**config.mk**
```make
export PLATFORM = sky130hd
export DESIGN_NAME = poled_top
export DESIGN_NICKNAME = d
export VERILOG_FILES = /design/src/poled_top.v
export VERILOG_INCLUDE_DIRS = /design/src
export SDC_FILE = /design/constraint.sdc
export NUM_CORES = 1
export LEC_CHECK = 0
export ABC_CLOCK_PERIOD_IN_PS = 3490
export BUFFER_PORTS_ARGS = -buffer_cell sky130_fd_sc_hd__buf_2
export CORE_UTILIZATION = 40
export CTS_BUF_LIST = sky130_fd_sc_hd__clkbuf_4 sky130_fd_sc_hd__clkbuf_8 sky130_fd_sc_hd__clkbuf_16
export CTS_CLUSTER_SIZE = 28
export DETAILED_ROUTE_END_ITERATION = 6
export MAX_ROUTING_LAYER = met4
export PLACE_DENSITY = 0.58
export SKIP_CTS_REPAIR_TIMING = 1
export SYNTH_ARGS = -nofsm -noshare
export SYNTH_HDL_FRONTEND = slang
export SYNTH_SLANG_ARGS = --single-unit
export TNS_END_PERCENT = 30
```
**constraint.sdc**
```tcl
create_clock -name clk -period 3.49 [get_ports clk]
set_clock_uncertainty 0.05 [all_clocks]
set_input_delay 0.349 -clock clk [delete_from_list [all_inputs] [get_ports clk]]
set_output_delay 0.349 -clock clk [all_outputs]
set_load 0.02 [all_outputs]
```
**src/poled_defines.vh**
```
`ifndef POLED_DEFINES_VH
`define POLED_DEFINES_VH
// Register offsets, eight bits each
`define POLED_OFS_A_OUT0 8'h12
`define POLED_OFS_B_OUT0 8'h13
`define POLED_OFS_A_OUT1_3 8'h14
`define POLED_OFS_B_OUT1_3 8'h15
`define POLED_OFS_A_OUT4_6 8'h16
`define POLED_OFS_B_OUT4_6 8'h17
`define POLED_OFS_A_OUT7_9 8'h18
`define POLED_OFS_B_OUT7_9 8'h19
`define POLED_OFS_FIRST 8'h12
`define POLED_OFS_LAST 8'h19
`define POLED_RESET_VAL 8'h00
// First register fields
`define POLED_RU_HI 7
`define POLED_RU_LO 6
`define POLED_HB_HI 5
`define POLED_HB_LO 3
`define POLED_REP_HI 2
`define POLED_REP_LO 0
// Second register fields
`define POLED_RD_HI 7
`define POLED_RD_LO 6
`define POLED_LB_HI 5
`define POLED_LB_LO 3
`define POLED_TH_HI 2
`define POLED_TH_LO 1
`define POLED_TL_BIT 0
// Timing: one fade-period unit in microseconds, clock in MHz
`define POLED_TICK_US 1000
`define POLED_CLK_MHZ 20
`define POLED_PWM_STEPS 7'h64
`endif

```
**src/poled_top.v**
```verilog
// Behaviour
// First register: ramp-up, high target, repeats
// First registers at 0x12/14/16/18 per group
// Ramp-up code picks fade period one..four
// High target codes give 100..0 percent
// Repeat codes give 0,1,2,4,6 repeats
// Second register: ramp-down, low target, holds
// Second registers at 0x13/15/17/19 per group
// Ramp-down code picks fade period one..four
// Low target codes give 0..100 percent
// High hold code picks fade period one..four
// Low hold bit picks period one or two
// After reset: ramp up, hold, down, hold, repeat
`timescale 1ns/1ns
`include "poled_defines.vh"
module poled_top #(
  parameter TICK_CYCLES = `POLED_TICK_US * `POLED_CLK_MHZ
) (
  // Clock and reset
  input wire clk,
  input wire reset,
  // Register port
  input wire [7:0] reg_addr,
  input wire reg_we,
  input wire [7:0] reg_wdata,
  output reg [7:0] reg_rdata,
  // Global fade periods, in units of one tick
  input wire [7:0] global_fade_period_one,
  input wire [7:0] global_fade_period_two,
  input wire [7:0] global_fade_period_three,
  input wire [7:0] global_fade_period_four,
  // LED outputs, active low
  output reg [9:0] general_output_n,
  // Effect still running, one bit per group
  output reg [3:0] effect_busy
);
  // Effect states, one-hot
  localparam ST_UP = 5'b00001;
  localparam ST_HOLD_HI = 5'b00010;
  localparam ST_DOWN = 5'b00100;
  localparam ST_HOLD_LO = 5'b01000;
  localparam ST_DONE = 5'b10000;

  // Configuration storage, index 0..7 is offset minus the first offset
  reg [7:0] cfg_q [0:7];
  // Shared tick and PWM counters
  reg [31:0] tick_cnt_q;
  reg tick_q;
  reg [6:0] pwm_cnt_q;
  // Per-group lit flag
  wire [3:0] lit;
  integer i;

  // Pick one of four fade periods by code
  function [7:0] period_sel;
    input [1:0] code;
    begin
      case (code)
        2'h0: period_sel = global_fade_period_one;
        2'h1: period_sel = global_fade_period_two;
        2'h2: period_sel = global_fade_period_three;
        default: period_sel = global_fade_period_four;
      endcase
    end
  endfunction

  // High target in percent
  function [6:0] high_pct;
    input [2:0] code;
    begin
      case (code)
        3'h0: high_pct = 7'h64;
        3'h1: high_pct = 7'h5a;
        3'h2: high_pct = 7'h50;
        3'h3: high_pct = 7'h41;
        3'h4: high_pct = 7'h32;
        3'h5: high_pct = 7'h28;
        3'h6: high_pct = 7'h14;
        default: high_pct = 7'h00;
      endcase
    end
  endfunction

  // Low target in percent
  function [6:0] low_pct;
    input [2:0] code;
    begin
      case (code)
        3'h0: low_pct = 7'h00;
        3'h1: low_pct = 7'h0a;
        3'h2: low_pct = 7'h14;
        3'h3: low_pct = 7'h1e;
        3'h4: low_pct = 7'h28;
        3'h5: low_pct = 7'h3c;
        3'h6: low_pct = 7'h50;
        default: low_pct = 7'h64;
      endcase
    end
  endfunction

  // Repeat count; upper codes follow the touch-effect table
  function [4:0] repeat_cnt;
    input [2:0] code;
    begin
      case (code)
        3'h0: repeat_cnt = 5'h00;
        3'h1: repeat_cnt = 5'h01;
        3'h2: repeat_cnt = 5'h02;
        3'h3: repeat_cnt = 5'h04;
        3'h4: repeat_cnt = 5'h06;
        3'h5: repeat_cnt = 5'h0a;
        3'h6: repeat_cnt = 5'h0f;
        default: repeat_cnt = 5'h14;
      endcase
    end
  endfunction

  // Register writes and one-cycle-late reads
  always @(posedge clk) begin
    if (reset) begin
      for (i = 0; i < 8; i = i + 1)
        cfg_q[i] <= `POLED_RESET_VAL;
      reg_rdata <= 8'h00;
    end else begin
      if (reg_we && reg_addr >= `POLED_OFS_FIRST && reg_addr <= `POLED_OFS_LAST) begin
        cfg_q[reg_addr[2:0] - 3'h2] <= reg_wdata;
      end
      if (reg_addr >= `POLED_OFS_FIRST && reg_addr <= `POLED_OFS_LAST) begin
        reg_rdata <= cfg_q[reg_addr[2:0] - 3'h2];
      end else begin
        // Unmapped offsets read as zero
        reg_rdata <= 8'h00;
      end
    end
  end

  // Tick divider and free-running PWM frame of 100 steps
  always @(posedge clk) begin
    if (reset) begin
      tick_cnt_q <= 32'h0;
      tick_q <= 1'b0;
      pwm_cnt_q <= 7'h00;
    end else begin
      tick_q <= (tick_cnt_q == TICK_CYCLES - 1);
      if (tick_cnt_q == TICK_CYCLES - 1) begin
        tick_cnt_q <= 32'h0;
      end else begin
        tick_cnt_q <= tick_cnt_q + 32'h1;
      end
      if (pwm_cnt_q == `POLED_PWM_STEPS - 7'h01) begin
        pwm_cnt_q <= 7'h00;
      end else begin
        pwm_cnt_q <= pwm_cnt_q + 7'h01;
      end
    end
  end

  genvar g;
  generate
    for (g = 0; g < 4; g = g + 1) begin : grp
      // Group state
      reg [4:0] state_q;
      reg [7:0] time_q;
      reg [4:0] runs_q;
      reg [6:0] level_q;
      wire [7:0] cfg_a = cfg_q[2 * g];
      wire [7:0] cfg_b = cfg_q[2 * g + 1];
      wire [7:0] t_up = period_sel(cfg_a[`POLED_RU_HI:`POLED_RU_LO]);
      wire [6:0] hi_tgt = high_pct(cfg_a[`POLED_HB_HI:`POLED_HB_LO]);
      wire [4:0] reps = repeat_cnt(cfg_a[`POLED_REP_HI:`POLED_REP_LO]);
      wire [7:0] t_down = period_sel(cfg_b[`POLED_RD_HI:`POLED_RD_LO]);
      wire [6:0] lo_tgt = low_pct(cfg_b[`POLED_LB_HI:`POLED_LB_LO]);
      wire [7:0] t_hi = period_sel(cfg_b[`POLED_TH_HI:`POLED_TH_LO]);
      wire [7:0] t_lo = period_sel({1'b0, cfg_b[`POLED_TL_BIT]});
      assign lit[g] = (level_q > pwm_cnt_q) && (state_q != ST_DONE);

      // Effect sequencer; starts as soon as reset is released
      always @(posedge clk) begin
        if (reset) begin
          state_q <= ST_UP;
          time_q <= 8'h00;
          runs_q <= 5'h00;
          level_q <= 7'h00;
        end else if (tick_q) begin
          time_q <= time_q + 8'h01;
          case (state_q)
            ST_UP: begin
              // Step one percent per tick, snap to target when time is up
              if (time_q >= t_up) begin
                level_q <= hi_tgt;
                time_q <= 8'h00;
                state_q <= ST_HOLD_HI;
              end else if (level_q < hi_tgt) begin
                level_q <= level_q + 7'h01;
              end else if (level_q > hi_tgt) begin
                level_q <= level_q - 7'h01;
              end
            end
            ST_HOLD_HI: begin
              if (time_q >= t_hi) begin
                time_q <= 8'h00;
                state_q <= ST_DOWN;
              end
            end
            ST_DOWN: begin
              if (time_q >= t_down) begin
                level_q <= lo_tgt;
                time_q <= 8'h00;
                state_q <= ST_HOLD_LO;
              end else if (level_q > lo_tgt) begin
                level_q <= level_q - 7'h01;
              end else if (level_q < lo_tgt) begin
                level_q <= level_q + 7'h01;
              end
            end
            ST_HOLD_LO: begin
              if (time_q >= t_lo) begin
                time_q <= 8'h00;
                // One pass, then as many repeats as configured
                if (runs_q >= reps) begin
                  state_q <= ST_DONE;
                end else begin
                  runs_q <= runs_q + 5'h01;
                  state_q <= ST_UP;
                end
              end
            end
            ST_DONE: begin
              time_q <= 8'h00;
            end
            default: begin
              state_q <= ST_DONE;
            end
          endcase
        end
      end
    end
  endgenerate

  // Registered, active-low outputs fanned out to the groups
  always @(posedge clk) begin
    if (reset) begin
      general_output_n <= 10'h3ff;
      effect_busy <= 4'h0;
    end else begin
      general_output_n <= ~{{3{lit[3]}}, {3{lit[2]}}, {3{lit[1]}}, lit[0]};
      effect_busy <= {grp[3].state_q != ST_DONE, grp[2].state_q != ST_DONE,
                      grp[1].state_q != ST_DONE, grp[0].state_q != ST_DONE};
    end
  end
endmodule // poled_top

```
==> key figures <==
Power and ir drop
  • Peak supply drop: 0.0003899 V
  • LEAKAGE: 10.08 nW
  • Power Density: 325.8 nW/µm²

Synthesis
  • Synth top area share: 0.1568
  • Top_reg_cell synth: dfxtp_1
  • Post-synth EDFFs: 64
  • Cell Area, Synth: 19,950 µm²
  • Syn Inst Count: between 2,000 and 2,500
  • Ys Warns: 0
  • Fraction of registers with async set/reset: 0
  • Largest cells by area after synthesis: ha_1, dfxtp_1, mux4_2
  • Dominant cell type by area after synthesis: ha_1
  • Register bit total from synthesis: 220
  • Syn Nets: about 2,500
  • Yosys cell types: ~80
  • Post-synthesis sequential area ratio: 0.2529
  • Mean post-synth cell area: 9.171 µm²

Layout
  • Most frequent cells in the layout: ha_1, nor2_1, dfxtp_1
  • Share of cells above drive strength 1: 0.1677
  • Non-Filler Instances: 2,919
  • Layout Nets: 2,532
  • Fill cell count: 4,741
  • Final Util: 0.4579
  • Syn-to-layout area delta: 12.60%
  • Most common cell after layout, fill and taps aside: ha_1

Setup path
  • Critical Path AT: 3.79 ns
  • WS Path Type: flop to flop
  • CP max FO: 15
  • Required time worst endpoint: 3.90 ns
  • Cells along the critical path: mux4_2 > inv_1 > ha_1 > and4_1 > o21ai_1 > a21oi_1 > a2111oi_2 > buf_4 > nand2b_1 > o311ai_2 > buf_4 > buf_4 > a211o_1 > a21oi_1
  • Worst setup EP type: flop
  • CP Launch Type: flop
  • Slowest library cell on the worst path: edfxtp_1
  • Most Frequent Cell on Critical Path: buf_4
  • CP max stage delay: 0.65 ns

Global route
  • First-pass GRT wire length: 95,920 µm
  • Vias in the first global route: approximately 17,000
  • Largest net degree at the start of global routing: 57
  • Initial antenna violation count: 1
  • Gr ovfl total: 0
  • Gr usage total: 0.2492

Job
  • # Max-Cap Violations: 0

Clock tree
  • CTS buffer count: 29
  • CTS Sinks: 220
  • H-tree Lvls: 1
  • Clock-pin slew on the worst setup and hold paths: 0.06 ns
  • Max Root-Sink Buffers: 3
  • CTS Root Buffer Type: clkbuf_16
  • CTS tree: yes
  • Clk_lat worst skew: about 0.59 ns

Drt
  • Mean routed wirelength per cell: around 21 µm
  • Via count: 17,160
  • DRT Pass-1 Iters: 5
  • Initial DRC count: 1,483
  • Routed wl met3: 4621 µm
  • Antenna Nets Post-Route: 0
  • M1 WL: around 27,000 µm
  • Highest routed metal layer: met4
  • WL final: 61,620 µm
  • DRC: 0
  • WL met2: 27,510 µm
  • Vias per cell: 5.877

STA
  • Final hold vios: 0
  • WHS: 0.1854 ns
  • Fmax: 295.7 MHz
  • Worst slew pin tran: about 0.80 ns
  • Max-slew violations: 0
  • Fin crit share: 0.9690
  • Final min period: approximately 3.4 ns
  • Final setup fails: 0
  • Slew HR: 0.4632
  • Unrepaired setup endpoints after global routing: yes

Place
  • IO Port Bufs: between 70 and 80
  • Dpl cells: 2,858
  • Placer's final routability congestion estimate: slightly below 1
  • Hpwl dp: 45,620 µm

Run status
  • Status: complete, no violations

Floorplan
  • Row count: around 80
  • I/O pins: 73
  • Die height: 225.3 µm
  • Die ar.: 50,770 µm²
  • Core area: 49,050 µm²
  • DIE WIDTH: 225.3 µm
  • Initial cell density of the core: 0.4067

Min path
  • Worst Hold Class: primary input to flop
==> logic make-up after synthesis <==
family          Yosys count  share of synthesized area
buf+inv                 261                    0.05118
mux                     209                     0.1754
xor+xnor                130                    0.05708
flops                   220                     0.2529
compound gates          378                     0.1200
fa+ha+maj               250                     0.1568
simple gates            727                     0.1866
==> per-stage QoR <==
step | power [W] | instance area, µm² | setup TNS (ns) | worst slack [ns]
floorplan | 0.003628 | 19950 | 0 | 0.01828
global placement | 0.003994 | 21290 | 0 | 0.1187
detailed placement | 0.004022 | 21290 | 0 | 0.03698
CTS | 0.007375 | 22360 | 0 | 0.02707
global route | 0.007609 | 22460 | -0.04408 | -0.02177
finish | 0.007318 | 22460 | 0 | 0.1082
==> worst paths after layout <==
| check | end | startpoint | slack [ns] | depth (start not counted) |
|---|---|---|---|---|
| worst max-delay path | grp[1].level_q[5] | cfg_q[3][7] | 0.11 | 14 |
| worst min-delay path | cfg_q[3][0] | reg_wdata[0] | 0.19 | 2 |
| worst max register to register | grp[1].level_q[5] | cfg_q[3][7] | 0.11 | 14 |
| worst min register to register | tick_cnt_q[0] | tick_cnt_q[0] | 0.44 | 1 |
==> cell usage after synthesis (8+ instances only) <==
cell / number
ha_1: 250
nor2_1: 182
dfxtp_1: 156
nand2_1: 150
inv_1: 122
clkbuf_1: 120
a21oi_1: 118
mux4_2: 112
o21ai_0: 97
mux2i_1: 92
and3_1: 91
xor2_1: 78
edfxtp_1: 64
nand3_1: 58
xnor2_1: 52
nand4_1: 41
a21o_1: 37
nor3_1: 33
nor2b_1: 32
nand2b_1: 31
a211oi_1: 29
or3_1: 26
nor4_1: 17
o21a_1: 15
and2_1: 13
a211o_1: 9
nand3b_1: 9
or2_2: 9
and4_1: 8
o21bai_1: 8
==> power breakdown <==
group / total, W / internal, W / switching (W)
clock: 0.00332 / 0.00204 / 0.00128
sequential: 0.00278 / 0.00268 / 0.000104
combinational: 0.00121 / 0.000553 / 0.000658
==> routing by layer <==
| metal | GRT usage | vias to the layer above |
|---|---|---|
| li1 | - | 8089 |
| met1 | 0.3383 | 8281 |
| met2 | 0.3830 | 654 |
| met3 | 0.03703 | 132 |
| met4 | 0.07373 | 0 |
| met5 | - | - |
==> sequential cells by signal (all words and copies together) (netlist names) <==
name / flops
grp.state_q: 20
reg_rdata: 8
effect_busy: 4
general_output_n: 4
cfg_q: 64
tick_q: 1
grp.runs_q: 20
grp.time_q: 32
grp.level_q: 28
tick_cnt_q: 32
pwm_cnt_q: 7
==> final cells by class <==
type | count | area, µm² | share of cell area
Clock buffer | 35 | 818.3 | 0.03643
Clock inverter | 19 | 245.2 | 0.01092
Timing Repair Buffer | 164 | 1119 | 0.04980
Sequential cell | 220 | 5045 | 0.2246
Inverter | 122 | 457.9 | 0.02039
Multi-Input combinational cell | 1694 | 13940 | 0.6208
Antenna cell | 1 | 2.502 | 0.0001114
Tap cell | 664 | 830.8 | 0.03699
==> worst max-delay path, delay by kind of cell, from the launching register on <==
family,cells,cell delay (ns)
AOI/OAI and AO/OA,6,0.83
adders and majority gates,1,0.27
buffers and inverters,4,0.75
DFF,1,0.65
muxes,1,0.39
and+or+nand+nor,2,0.29
Note: power is estimated with default switching activity, not from simulation.
